<file path="config.mk">
export PLATFORM = sky130hd
export DESIGN_NAME = tef_frame_processor
export DESIGN_NICKNAME = d
export VERILOG_FILES = /design/src/rtl/tef_pkg.sv /design/src/rtl/tef_frame_processor.sv
export VERILOG_INCLUDE_DIRS = /design/src /design/src/rtl
export SDC_FILE = /design/constraint.sdc
export NUM_CORES = 1
export LEC_CHECK = 0
export BUFFER_PORTS_ARGS = -buffer_cell sky130_fd_sc_hd__clkbuf_2
export CELL_PAD_IN_SITES_DETAIL_PLACEMENT = 1
export CELL_PAD_IN_SITES_GLOBAL_PLACEMENT = 2
export CORE_MARGIN = 2
export CORE_UTILIZATION = 40
export CTS_BUF_LIST = sky130_fd_sc_hd__clkbuf_4 sky130_fd_sc_hd__clkbuf_8
export DETAILED_ROUTE_END_ITERATION = 12
export PLACE_DENSITY = 0.81
export SYNTH_ARGS = -nofsm -noshare
export SYNTH_HDL_FRONTEND = slang
export SYNTH_SLANG_ARGS = --single-unit
</file>
<file path="constraint.sdc">
create_clock -name i_clk -period 3 [get_ports i_clk]
set_input_delay 0 -clock i_clk [delete_from_list [all_inputs] [get_ports i_clk]]
set_output_delay 0 -clock i_clk [all_outputs]
set_load 0.02 [all_outputs]
</file>
<file path="src/rtl/tef_params.svh">
// Constants for the T1/E1 receive frame processor: offsets, fields, resets, timing
`ifndef TEF_PARAMS_SVH
`define TEF_PARAMS_SVH
`define TEF_AW          8
`define TEF_OFS_MODE0   8'h4d
`define TEF_OFS_MODE1   8'h4e
`define TEF_OFS_STAT    8'h4f
`define TEF_OFS_EN0     8'h50
`define TEF_OFS_EN1     8'h51
`define TEF_OFS_FLG0    8'h52
`define TEF_OFS_FLG1    8'h53
`define TEF_OFS_SLC0    8'h56
`define TEF_OFS_SLC1    8'h57
`define TEF_OFS_SLC2    8'h58
`define TEF_OFS_SLCE    8'h5c
`define TEF_OFS_SLCF    8'h5d
`define TEF_OFS_SI      8'h60
`define TEF_OFS_NAT     8'h61
`define TEF_OFS_EXTRA   8'h62
`define TEF_OFS_SACW    8'h63
`define TEF_M0_BYPASS   0
`define TEF_M0_REFR     1
`define TEF_M1_E1       2
`define TEF_M1_DEB4     3
`define TEF_M1_IVS      4
`define TEF_M1_FMT      0
`define TEF_M1_FMT_HI   1
`define TEF_F0_OOF      0
`define TEF_F1_MFB      0
`define TEF_F1_COFA     1
`define TEF_F1_FER      2
`define TEF_F1_BEE      3
`define TEF_F1_SFE      4
`define TEF_F1_IVL      5
`define TEF_SF_CONC     0
`define TEF_SF_MAINT    1
`define TEF_SF_ALARM    2
`define TEF_SF_SWITCH   3
`define TEF_SLC_C_HI    10
`define TEF_SLC_M_LO    11
`define TEF_SLC_M_HI    13
`define TEF_SLC_A_LO    14
`define TEF_SLC_A_HI    15
`define TEF_SLC_S_LO    16
`define TEF_SLC_S_HI    19
`define TEF_DEB_LAST    2'h3
`define TEF_S_OOF       0
`define TEF_S_RED       1
`define TEF_S_AIS       2
`define TEF_S_RA        3
`define TEF_S_RMA       4
`define TEF_S_SMF       5
`define TEF_S_CRC       6
`define TEF_RST_BYTE    8'h00
`define TEF_FAS         7'h1b
`define TEF_CRC_MFAS    6'h0b
`define TEF_CRC_F11     4'hb
`define TEF_SMF_END     3'h7
`define TEF_MF_END      4'hf
`define TEF_POS_B2      8'h01
`define TEF_POS_TS0END  8'h07
`define TEF_POS_TS16B   8'h80
`define TEF_POS_TS16E   8'h87
`define TEF_POS_LAST    8'hff
`define TEF_LOSS_ERRS   2'h2
`define TEF_AIS_WIN     9'h1ff
`define TEF_AIS_ZEROS   2'h3
`define TEF_CLK_KHZ     250000
`define TEF_RED_MS      100
`define TEF_RED_CW      26
`endif

</file>
<file path="src/rtl/tef_pkg.sv">
// Types of the T1/E1 receive frame processor
`include "tef_params.svh"
package tef_pkg;
	typedef enum logic [1:0] {
		TEF_SF  = 2'b00,
		TEF_ESF = 2'b01,
		TEF_DM  = 2'b10,
		TEF_SLC = 2'b11
	} tef_fmt_t;
	typedef enum logic [2:0] {
		TEF_HUNT = 3'b000,
		TEF_NFAS = 3'b001,
		TEF_SKIP = 3'b010,
		TEF_FASC = 3'b011,
		TEF_SYNC = 3'b100
	} tef_fsm_t;
	typedef struct packed {
		logic                 wr;
		logic                 rd;
		logic [`TEF_AW-1:0]   addr;
		logic [7:0]           wdata;
	} tef_bus_t;
	// SLC code: [10:0] concentrator, [13:11] maintenance, [15:14] alarm, [19:16] switch
	typedef struct packed {
		logic        oof;
		logic        mfb;
		logic        cofa;
		logic        fer;
		logic        bee;
		logic        sfe;
		logic        slc_valid;
		logic [19:0] slc_code;
	} tef_t1_evt_t;
	typedef struct packed {
		logic       v;
		logic [1:0] c;
	} tef_deb_t;
	typedef struct packed {
		logic [1:0]            sclk;
		logic [1:0]            sdat;
		logic                  clk_d;
		tef_fsm_t              fsm;
		logic [7:0]            pos;
		logic                  fpar;
		logic [7:0]            win;
		logic [1:0]            fas_err;
		logic [7:0]            mode0;
		logic [7:0]            mode1;
		logic [7:0]            en0;
		logic [7:0]            en1;
		logic [7:0]            f0;
		logic [7:0]            f1;
		logic [7:0]            sle;
		logic [7:0]            slf;
		logic [19:0]           slc;
		logic                  refr_d;
		logic                  oof_st;
		logic                  red;
		logic [`TEF_RED_CW-1:0] red_cnt;
		logic                  ais;
		logic [8:0]            ais_win;
		logic [1:0]            zeros;
		tef_deb_t              ra;
		tef_deb_t              rma;
		logic                  si_fas;
		logic                  si_nfas;
		logic [4:0]            nat;
		logic [2:0]            extra;
		logic [5:0]            crc_sr;
		logic [3:0]            crc_idx;
		logic                  crc_sync;
		logic [2:0]            sa_sh;
		logic [3:0]            sacw;
		logic [3:0]            ts16_hi;
		logic                  smf_sync;
		logic [3:0]            smf_cnt;
		logic [7:0]            rd_data;
		logic                  irq;
		logic                  ts16_d;
		logic                  ts16_v;
		logic                  rx_d;
		logic                  rx_v;
	} tef_state_t;
endpackage

</file>
<file path="src/rtl/tef_frame_processor.sv">
// Receive frame processor: E1 basic frame search, overhead capture, T1/E1 event flags
//
// Strobed register access was decided locally.
`timescale 1ns/10ps
`default_nettype none
`include "tef_params.svh"
module tef_frame_processor #(
	parameter int RED_CYC = `TEF_RED_MS * `TEF_CLK_KHZ
) (
	input  wire logic                  i_clk,
	input  wire logic                  i_rst_n,
	input  wire tef_pkg::tef_bus_t     i_bus,
	output logic [7:0]                 o_rd_data,
	input  wire logic                  i_rx_clk,
	input  wire logic                  i_rx_data,
	input  wire tef_pkg::tef_t1_evt_t  i_t1,
	output logic                       o_int,
	output logic                       o_ts16_data,
	output logic                       o_ts16_valid,
	output logic                       o_rx_data,
	output logic                       o_rx_valid
);
	// Refuse a red alarm limit that the counter cannot hold
	generate
		if (RED_CYC < 1 || RED_CYC >= (2 ** `TEF_RED_CW))
		begin : g_bad_red
			$error("RED_CYC does not fit the red alarm counter");
		end
	endgenerate

	localparam logic [`TEF_RED_CW-1:0] RED_LIM = RED_CYC[`TEF_RED_CW-1:0];

	// Registered state and its next value; one struct keeps every flop in one place
	tef_pkg::tef_state_t s;
	tef_pkg::tef_state_t n;

	// Debounce: take the new value once it has been seen 1 or 4 times in a row
	function automatic tef_pkg::tef_deb_t deb(input tef_pkg::tef_deb_t d, input logic x, input logic four);
		tef_pkg::tef_deb_t r;
		r = d;
		if (x == d.v)
			r.c = 2'h0;
		else if (!four || d.c == `TEF_DEB_LAST)
		begin
			r.v = x;
			r.c = 2'h0;
		end
		else
			r.c = 2'(d.c + 2'h1);
		return r;
	endfunction

	always_comb
	begin
		logic              bit_en;
		logic              b;
		logic              e1;
		logic              byp;
		logic              deb4;
		logic [7:0]        pc;
		logic              fp;
		logic [7:0]        w;
		logic [5:0]        csr;
		logic [7:0]        set0;
		logic [7:0]        set1;
		logic [7:0]        sset;
		logic [7:0]        clr0;
		logic [7:0]        clr1;
		logic [7:0]        sclr;
		logic              ivl;
		tef_pkg::tef_fmt_t fmt;
		n = s;
		set0 = 8'h00;
		set1 = 8'h00;
		sset = 8'h00;
		clr0 = 8'h00;
		clr1 = 8'h00;
		sclr = 8'h00;
		ivl = 1'b0;
		pc = 8'h00;
		fp = 1'b0;
		w = 8'h00;
		csr = 6'h00;
		e1 = s.mode1[`TEF_M1_E1];
		byp = s.mode0[`TEF_M0_BYPASS];
		deb4 = s.mode1[`TEF_M1_DEB4];
		fmt = tef_pkg::tef_fmt_t'(s.mode1[`TEF_M1_FMT_HI:`TEF_M1_FMT]);
		bit_en = s.sclk[1] & ~s.clk_d;
		b = s.sdat[1];

		// Line pins pass two flops; the bit is taken on the synchronised rising line clock
		n.sclk = {s.sclk[0], i_rx_clk};
		n.sdat = {s.sdat[0], i_rx_data};
		n.clk_d = s.sclk[1];
		// Strobes last one cycle; the raw bit is passed on even in bypass
		n.ts16_v = 1'b0;
		n.rx_v = bit_en;
		if (bit_en)
			n.rx_d = b;

		// Register writes; flags are write-one-to-clear
		if (i_bus.wr)
		begin
			unique case (i_bus.addr)
				`TEF_OFS_MODE0: n.mode0 = i_bus.wdata;
				`TEF_OFS_MODE1: n.mode1 = i_bus.wdata;
				`TEF_OFS_EN0:   n.en0 = i_bus.wdata;
				`TEF_OFS_EN1:   n.en1 = i_bus.wdata;
				`TEF_OFS_SLCE:  n.sle = i_bus.wdata;
				`TEF_OFS_FLG0:  clr0 = i_bus.wdata;
				`TEF_OFS_FLG1:  clr1 = i_bus.wdata;
				`TEF_OFS_SLCF:  sclr = i_bus.wdata;
				default: ;
			endcase
		end

		// E1 framer walks only on received bits while framing is enabled
		if (bit_en && e1 && !byp)
		begin
			w = {s.win[6:0], b};
			n.win = w;
			pc = 8'(s.pos + 8'h01);
			fp = s.fpar ^ (pc == 8'h00);
			n.pos = pc;
			n.fpar = fp;
			// Counters of the multiframes run on every frame start
			if (pc == 8'h00)
			begin
				n.crc_idx = 4'(s.crc_idx + 4'h1);
				n.smf_cnt = 4'(s.smf_cnt + 4'h1);
			end
			unique case (s.fsm)
				tef_pkg::TEF_HUNT:
				begin
					// The last seven bits form FAS; that bit becomes position 7 of the frame
					if (w[6:0] == `TEF_FAS)
					begin
						n.pos = `TEF_POS_TS0END;
						n.fpar = 1'b0;
						n.fsm = tef_pkg::TEF_NFAS;
					end
				end
				tef_pkg::TEF_NFAS:
				begin
					// A bad NFAS costs one frame before the hunt resumes
					if (pc == `TEF_POS_B2 && fp)
						n.fsm = b ? tef_pkg::TEF_FASC : tef_pkg::TEF_SKIP;
				end
				tef_pkg::TEF_SKIP:
				begin
					// Skip runs to the last bit of the frame after the failed NFAS
					if (pc == `TEF_POS_LAST && !fp)
						n.fsm = tef_pkg::TEF_HUNT;
				end
				tef_pkg::TEF_FASC:
				begin
					// A second FAS two frames on completes the search; a miss hunts at once
					if (pc == `TEF_POS_TS0END && !fp)
					begin
						n.fas_err = 2'h0;
						n.fsm = (w[6:0] == `TEF_FAS) ? tef_pkg::TEF_SYNC : tef_pkg::TEF_HUNT;
					end
				end
				tef_pkg::TEF_SYNC:
				begin
					// In sync: FAS frames are checked, NFAS frames give Si, Sa and alarm bits
					if (pc == `TEF_POS_TS0END && !fp)
					begin
						n.si_fas = w[7];
						if (w[6:0] != `TEF_FAS)
						begin
							set1[`TEF_F1_FER] = 1'b1;
							n.fas_err = 2'(s.fas_err + 2'h1);
							// Three bad FAS in a row drop the frame
							if (s.fas_err == `TEF_LOSS_ERRS)
								n.fsm = tef_pkg::TEF_HUNT;
						end
						else
							n.fas_err = 2'h0;
					end
					if (pc == `TEF_POS_TS0END && fp)
					begin
						n.si_nfas = w[7];
						n.nat = w[4:0];
						n.ra = deb(s.ra, w[5], deb4);
						csr = {s.crc_sr[4:0], w[7]};
						n.crc_sr = csr;
						n.sa_sh = {s.sa_sh[1:0], w[4]};
						// CRC alignment pattern ends in frame 11; a miss there drops it
						if (csr == `TEF_CRC_MFAS)
						begin
							n.crc_idx = `TEF_CRC_F11;
							n.crc_sync = 1'b1;
						end
						else if (s.crc_idx == `TEF_CRC_F11)
							n.crc_sync = 1'b0;
						if (s.crc_idx[2:0] == `TEF_SMF_END)
							n.sacw = {s.sa_sh, w[4]};
					end
					// Timeslot 16 leaves one bit per received bit while aligned
					if (pc >= `TEF_POS_TS16B && pc <= `TEF_POS_TS16E)
					begin
						n.ts16_v = 1'b1;
						n.ts16_d = b;
					end
					// Signaling multiframe starts where the high nibble turns zero
					if (pc == `TEF_POS_TS16E)
					begin
						n.ts16_hi = w[7:4];
						if (w[7:4] == 4'h0 && s.ts16_hi != 4'h0)
						begin
							n.smf_sync = 1'b1;
							n.smf_cnt = 4'h0;
							n.extra = {w[3], w[1], w[0]};
							n.rma = deb(s.rma, w[2], deb4);
						end
						else if (s.smf_cnt == 4'h0)
							n.smf_sync = 1'b0;
					end
					// Interval event at the end of the selected unit
					if (pc == `TEF_POS_LAST)
					begin
						unique case (s.mode1[`TEF_M1_IVS+1:`TEF_M1_IVS])
							2'h0: ivl = 1'b1;
							2'h1: ivl = s.crc_sync && s.crc_idx[2:0] == `TEF_SMF_END;
							2'h2: ivl = s.crc_sync && s.crc_idx == `TEF_MF_END;
							2'h3: ivl = s.smf_sync && s.smf_cnt == `TEF_MF_END;
						endcase
						set1[`TEF_F1_IVL] = ivl;
					end
				end
				default: n.fsm = tef_pkg::TEF_HUNT;
			endcase
		end

		// Software reframe acts on the rising edge of its control bit
		n.refr_d = s.mode0[`TEF_M0_REFR];
		if (s.mode0[`TEF_M0_REFR] && !s.refr_d)
			n.fsm = tef_pkg::TEF_HUNT;
		// Bypass parks the framer; nothing framed, and only the drop of out-of-frame status is flagged
		if (byp || !e1)
			n.fsm = tef_pkg::TEF_HUNT;
		// Multiframe alignment only exists inside basic frame alignment
		if (n.fsm != tef_pkg::TEF_SYNC)
		begin
			n.crc_sync = 1'b0;
			n.smf_sync = 1'b0;
		end

		// Out-of-frame status follows the active framer
		if (byp)
			n.oof_st = 1'b0;
		else if (e1)
			n.oof_st = (n.fsm != tef_pkg::TEF_SYNC);
		else
			n.oof_st = i_t1.oof;
		set0[`TEF_F0_OOF] = n.oof_st ^ s.oof_st;

		// T1 event sources outside E1 and bypass; block and severe errors are also gated by the selected format
		if (!e1 && !byp)
		begin
			set1[`TEF_F1_MFB] = i_t1.mfb;
			set1[`TEF_F1_COFA] = i_t1.cofa;
			set1[`TEF_F1_FER] = i_t1.fer;
			set1[`TEF_F1_BEE] = i_t1.bee && fmt == tef_pkg::TEF_ESF;
			set1[`TEF_F1_SFE] = i_t1.sfe && fmt != tef_pkg::TEF_SLC;
			if (i_t1.slc_valid && fmt == tef_pkg::TEF_SLC)
			begin
				n.slc = i_t1.slc_code;
				// Each code part is compared on its own, so one change raises one flag
				sset[`TEF_SF_CONC] = i_t1.slc_code[`TEF_SLC_C_HI:0] != s.slc[`TEF_SLC_C_HI:0];
				sset[`TEF_SF_MAINT] = i_t1.slc_code[`TEF_SLC_M_HI:`TEF_SLC_M_LO] != s.slc[`TEF_SLC_M_HI:`TEF_SLC_M_LO];
				sset[`TEF_SF_ALARM] = i_t1.slc_code[`TEF_SLC_A_HI:`TEF_SLC_A_LO] != s.slc[`TEF_SLC_A_HI:`TEF_SLC_A_LO];
				sset[`TEF_SF_SWITCH] = i_t1.slc_code[`TEF_SLC_S_HI:`TEF_SLC_S_LO] != s.slc[`TEF_SLC_S_HI:`TEF_SLC_S_LO];
			end
		end

		// Set wins over a clear in the same cycle
		n.f0 = (s.f0 & ~clr0) | set0;
		n.f1 = (s.f1 & ~clr1) | set1;
		n.slf = (s.slf & ~sclr) | sset;
		n.irq = |{s.f0 & s.en0, s.f1 & s.en1, s.slf & s.sle};

		// Counting system clocks keeps the alarm time independent of the line rate
		// Red alarm counter saturates so the alarm holds while OOF lasts
		if (!s.oof_st)
			n.red_cnt = '0;
		else if (s.red_cnt != RED_LIM)
			n.red_cnt = `TEF_RED_CW'(s.red_cnt + 1'b1);
		n.red = s.oof_st && s.red_cnt == RED_LIM;

		// Limitation: the window runs free, so AIS may take up to two windows to show
		// AIS: under three zeros in a 512-bit window
		if (bit_en)
		begin
			n.ais_win = 9'(s.ais_win + 9'h001);
			if (!b && s.zeros != `TEF_AIS_ZEROS)
				n.zeros = 2'(s.zeros + 2'h1);
			if (s.ais_win == `TEF_AIS_WIN)
			begin
				n.ais = (n.zeros != `TEF_AIS_ZEROS);
				n.zeros = 2'h0;
			end
		end

		// Read data valid in the cycle after the strobe only
		n.rd_data = 8'h00;
		if (i_bus.rd)
		begin
			unique case (i_bus.addr)
				`TEF_OFS_MODE0: n.rd_data = s.mode0;
				`TEF_OFS_MODE1: n.rd_data = s.mode1;
				`TEF_OFS_STAT:  n.rd_data = {1'b0, s.crc_sync, s.smf_sync, s.rma.v, s.ra.v, s.ais, s.red, s.oof_st};
				`TEF_OFS_EN0:   n.rd_data = s.en0;
				`TEF_OFS_EN1:   n.rd_data = s.en1;
				`TEF_OFS_FLG0:  n.rd_data = s.f0;
				`TEF_OFS_FLG1:  n.rd_data = s.f1;
				`TEF_OFS_SLC0:  n.rd_data = s.slc[7:0];
				`TEF_OFS_SLC1:  n.rd_data = s.slc[15:8];
				`TEF_OFS_SLC2:  n.rd_data = {4'h0, s.slc[19:16]};
				`TEF_OFS_SLCE:  n.rd_data = s.sle;
				`TEF_OFS_SLCF:  n.rd_data = s.slf;
				`TEF_OFS_SI:    n.rd_data = {6'h00, s.si_nfas, s.si_fas};
				`TEF_OFS_NAT:   n.rd_data = {3'h0, s.nat};
				`TEF_OFS_EXTRA: n.rd_data = {5'h00, s.extra};
				`TEF_OFS_SACW:  n.rd_data = {4'h0, s.sacw};
				default:        n.rd_data = `TEF_RST_BYTE;
			endcase
		end
	end

	// State register; out-of-frame starts declared
	always_ff @(posedge i_clk or negedge i_rst_n)
	begin
		if (!i_rst_n)
		begin
			s <= '0;
			s.oof_st <= 1'b1;
		end
		else
			s <= n;
	end

	// Every output is a state flop, so no combinational path reaches a pin
	assign o_rd_data    = s.rd_data;
	assign o_int        = s.irq;
	assign o_ts16_data  = s.ts16_d;
	assign o_ts16_valid = s.ts16_v;
	assign o_rx_data    = s.rx_d;
	assign o_rx_valid   = s.rx_v;
endmodule // tef_frame_processor
`default_nettype wire

</file>
Yosys cells after proc, flatten, opt, wreduce, memory -nomap -nowiden:

Cells that the tools add are included.
Widths: inputs -> output; s select.

* output and inout bits: 13
* memory bits (read-only): 0
* word-level logic and storage cells: 255
* memory bits (writable): 0
* latch bits: 0
* memories: 0
* register bits: 207

* eq/ne operators: 55
* order comparisons: 2
* mux-type cells: 66
* divide/modulo/power cells: 0
* $mul: 0
* reduce and logical (&&, ||, !) cells: 59
* shifts and indexed selects: 0
* bitwise operators: 18
* add/sub/neg operators: 9

Operators with widths (number)
* $eq 8x7->1 const B: 16
* $pmux 8 s16: 1
* $mux 8: 7
* $mux 26: 2
* $and 8x8->8: 6
* $mux 4: 7
* $mux 3: 9
* $add 26x1->26 const B: 1
* $eq 26x25->1 const B: 1
* $ne 26x25->1 const B: 1
* $mux 12: 2
* $not 8->8: 3
* $reduce_or 24->1: 1
* $mux 22: 1
* $mux 21: 1
* $mux 2: 10
* $reduce_and 4->1: 5
* $mux 1: 19
* $logic_and 1x1->1: 18
* $mux 9: 2
* $mux 17: 1
* $eq 8x8->1 const B: 2
* $pmux 3 s5: 1
* $reduce_and 2->1: 7
* 47 further kinds: 85

Depth between registers and ports, before layout:

* word-level depth: 15
* gate-level depth with buffers: 9
* mapped depth without buffers: 8

Worst setup path before layout:

Ideal clock, no wire load.

* kind: reg2reg
* start: reg s[193] (netlist name)
* end: reg s[28] (netlist name)
* path slack: 0.678 ns
* arrival time: 2.197 ns
* setup time: 0.125 ns
* required time: 2.875 ns
* stages on the path, launching flop included: 9
* cell sequence: dfrtp_1 -> ha_1 -> buf_2 -> nand2_1 -> a2bb2oi_1 -> o22a_4 -> nor3_4 -> buf_2 -> mux2_2

* word-level cells in the longest chain between the ends: 5
* elaborated cells on any way between the ends: 6

RTL lines
* from (decl): RTL line tef_frame_processor.sv:34 `tef_pkg::tef_state_t s;`
* from (signal assigned): RTL line tef_frame_processor.sv:341 `s <= n;`
* $add 8x1->8 *: RTL line tef_frame_processor.sv:122 `pc = 8'(s.pos + 8'h01);`
* $logic_not 8->1: RTL line tef_frame_processor.sv:123 `fp = s.fpar ^ (pc == 8'h00);`
* $xor 1x1->1: RTL line tef_frame_processor.sv:123
* $logic_and 1x1->1 *: RTL line tef_frame_processor.sv:181 `` if (pc == `TEF_POS_TS0END && fp) ``
* $reduce_and 3->1 (no line) *

Every way passes the cells marked *; elsewhere a longest branch is shown, timed or not.
A chain may end at the register's enable or synchronous reset.

Final worst setup path:

* start: reg s[193] (netlist name)
* end: reg s[52] (netlist name)

* word-level cells in the longest chain between the ends: 3

RTL lines (RTL line)
* $add 8x1->8: tef_frame_processor.sv:122
* $eq 8x8->1 (no line)
* $reduce_and 6->1 (no line)

Every way passes these cells.

==> flow_metrics.py <==
metrics = {
    "global_route": {
        "grt_usage_pct": 22.4,
        "antenna_found_initial": 0,
        "use_met1_pct": 30.7,
        "grt_use_met3_pct": 3.69,
        "grt_start_max_net_pins": 79,
        "overflow": 0,
        "grt_pass1_wl_um": 47100,
        "grt_pass1_vias": 8497,
        "top_usage_layer": "met2",
        "grt_use_met2_pct": 36.1,
    },
    "route": {
        "ant_nets": 0,
        "via_per_inst": 5.57,
        "drc_errors": 0,
        "vias": 7960,
        "drtPass1Iterations": 5,
        "wire_per_inst_um": 20.4,
        "totalWireLength_um": 29200,
        "drt_iter0_drc": 410,
    },
    "logic_synthesis": {
        "synth_cell_types": 72,
        "yosysTopAreaCellShare_pct": 49.7,
        "synth_cells": 952,
        "syn_nets": 1019,
        "synth_edf_count": 0,
        "syn-cell-area_um2": 10200,
        "synth_area_leaders": "dfrtp_1 (50%), mux2_2 (10%), nand2_1 (3.8%), xnor2_1 (2.8%), o21ai_0 (2.5%)",
        "yosys_warnings": 0,
        "ys_async_sr_fraction_pct": 100,
        "seq_area_frac_synth_pct": 50.0,
        "synth_common_cells": "dfrtp_1 (203), nand2_1 (104), mux2_2 (95)",
        "yosysTopAreaCell": "dfrtp_1",
        "synthFlopType": "dfrtp_1",
        "yosys.cell_count.top_type": "dfrtp_1",
        "syn_area_per_cell_um2": 10.7,
        "ys_ff_latch": 204,
    },
    "status": {
        "outcome": "finished clean",
    },
    "pwr": {
        "power_mw": 7.42,
        "peakVddDrop_v": 0.000352,
        "power_density_nw_per_um2": 611,
        "leakagePower_nw": 5.58,
    },
    "critical_path": {
        "slowest_stage": "or4_4",
        "start_kind": "flop",
        "cpPeakStageDelay_ns": 0.56,
        "endpoint_kind": "flop",
        "path_class": "reg2reg",
        "crit_arrival_ns": 3.01,
        "worst_ep_required_time_ns": 3.40,
        "path_cells": "ha_1, nand3_1, or4_4, a211oi_4, o21ai_1, mux2_2",
        "worstPathMaxFanout": 9,
        "rr_worst_depth": 6,
    },
    "die": {
        "std_cell_rows": 58,
        "initial_utilization_pct": 40.7,
        "core_area_um2": 25100,
        "io_pins": 62,
        "die_width_um": 164,
        "die_h_um": 164,
        "dieArea_um2": 26800,
    },
    "place": {
        "gp_congestion": 0.840,
        "place_area_um2": 11000,
        "portBuffers": 61,
        "hpwl_um": 20700,
    },
    "timing": {
        "max_freq_ghz": 0.384,
        "finalSetupViolations": 0,
        "max_slew_margin_pct": 42.9,
        "finalCriticalPeriod_ns": 2.61,
        "tightest_slew_ns": 0.849,
        "grt_setup_unrepaired": "false",
        "slew_violations": 0,
        "hold-worst-slack_ns": 0.0487,
        "fin_tns_setup_ns": 0,
        "fin_worst_skew_ns": 0.0166,
        "hold_viol_final": 0,
        "period_share_pct": 86.9,
    },
    "cts": {
        "cts_root_buf": "clkbuf_8",
        "clk_latency_ns": 0.53,
        "htreeDepth": 2,
        "clkSinkCount": 204,
        "clockBufferDepth": 3,
        "cts_resized": 0,
        "cts_tree": "built",
        "numCtsBuffers": 38,
        "clkTransAtPathRegs_ns": 0.06,
    },
    "min_path": {
        "hold_depth": 3,
        "hold_class": "in2reg",
    },
    "final_layout": {
        "fillerInstances": 2804,
        "synthToLayoutAreaGrowth_pct": 18.7,
        "seq_area_um2": 5110,
        "n_antenna_cell": 0,
        "layout.nets": 1144,
        "multi_input_area_um2": 4810,
        "drive_above_1_share_pct": 23.8,
        "finalInstanceArea_um2": 12100,
    },
    "run": {
        "maxCapViolations": 0,
    },
}
-- state kept, by name (all words and copies together), names as in the netlist --
register / cells
n: 4
o_int: 1
o_rd_data: 8
o_rx_data: 1
o_rx_valid: 1
o_ts16_data: 1
o_ts16_valid: 1
s: 187
-- routing by layer --
metal,share of wire (%),vias up,routed length (µm)
met4,2.8,0,829
met2,47,165,13800
li1,-,3677,-
met1,46,4055,13400
met5,0,-,0
met3,3.9,63,1150
-- worst max-delay path: cells and delay by family (launching register included) --
family / cells / cell delay, ns
DFF: 1 / 0.46
and+or+nand+nor: 2 / 0.76
AOI/OAI and AO/OA: 2 / 0.62
muxes: 1 / 0.29
adders and majority gates: 1 / 0.36
-- final cells by class --
class / count / share of cell area [%]
clock inverter: 8 / 0.763
sequential: 204 / 42.1
inverter: 26 / 0.804
timing repair buffer: 128 / 7.68
tap: 330 / 3.40
clock buffer: 55 / 5.62
multi-input combinational: 679 / 39.7
-- metrics by stage --
step / worst slack [ns] / cells / util, %
finish: 0.393 / 1430 / 48.3
floorplan: 0.678 / 952 / -
global placement: 0.494 / 1326 / 43.6
CTS: 0.375 / 1430 / 48.3
detailed placement: 0.401 / 1326 / 43.6
global route: 0.151 / 1430 / 48.3
-- worst paths after layout --
check	end	from	slack, ns
max	s[52]	s[193]	0.39
min	s[147]	i_bus[17]	0.05
max reg2reg	s[52]	s[193]	0.39
min reg2reg	n[203]	n[207]	0.35
max in group asynchronous	s[22]	i_rst_n	2.11
min in group asynchronous	s[195]	i_rst_n	0.08
-- what timing repair did --
action                                 in CTS  in global routing
hold buffers                               41                  0
endpoints found under the hold margin     159                  0
buffers inserted                            0                  0
-- power breakdown --
group	switching, mW	total, mW	internal, mW	leakage (nW)
Sequential	0.370	3.39	3.02	2.72
Clock	1.17	2.79	1.62	0.412
Combinational	0.689	1.24	0.551	2.45
Total	2.23	7.42	5.19	5.58
-- cells in the final DEF (no fill, tap or decap), drive strengths merged, types with 5 or more instances in the layout --
cell type,n
dfrtp,203
clkbuf,116
nand2,104
mux2,95
o21ai,54
nor2,52
dlygate4sd3,41
xnor2,33
nand3,32
inv,26
and2,26
a21oi,26
a22oi,26
buf,26
xor2,24
nand4,21
ha,18
o21a,17
nor3,14
and3,12
mux2i,11
o22ai,10
nor4,8
a31oi,7
a221oi,7
a22o,6
nor2b,5
or3,5
clkinv,5
-- logic make-up (layout without fill, tap and decap cells) --
| kind of cell | Yosys count | after routing | synth area share (%) |
|---|---|---|---|
| AOI/OAI and AO/OA | 185 | 185 | 12.1 |
| adders and majority gates | 18 | 18 | 2.20 |
| xor gates and xnor gates | 57 | 57 | 4.88 |
| and+or+nand+nor | 309 | 309 | 15.4 |
| buffers and inverters | 69 | 217 | 3.01 |
| DFF | 204 | 204 | 50.0 |
| muxes | 110 | 110 | 12.4 |
Note: power is estimated with default switching activity, not from simulation.
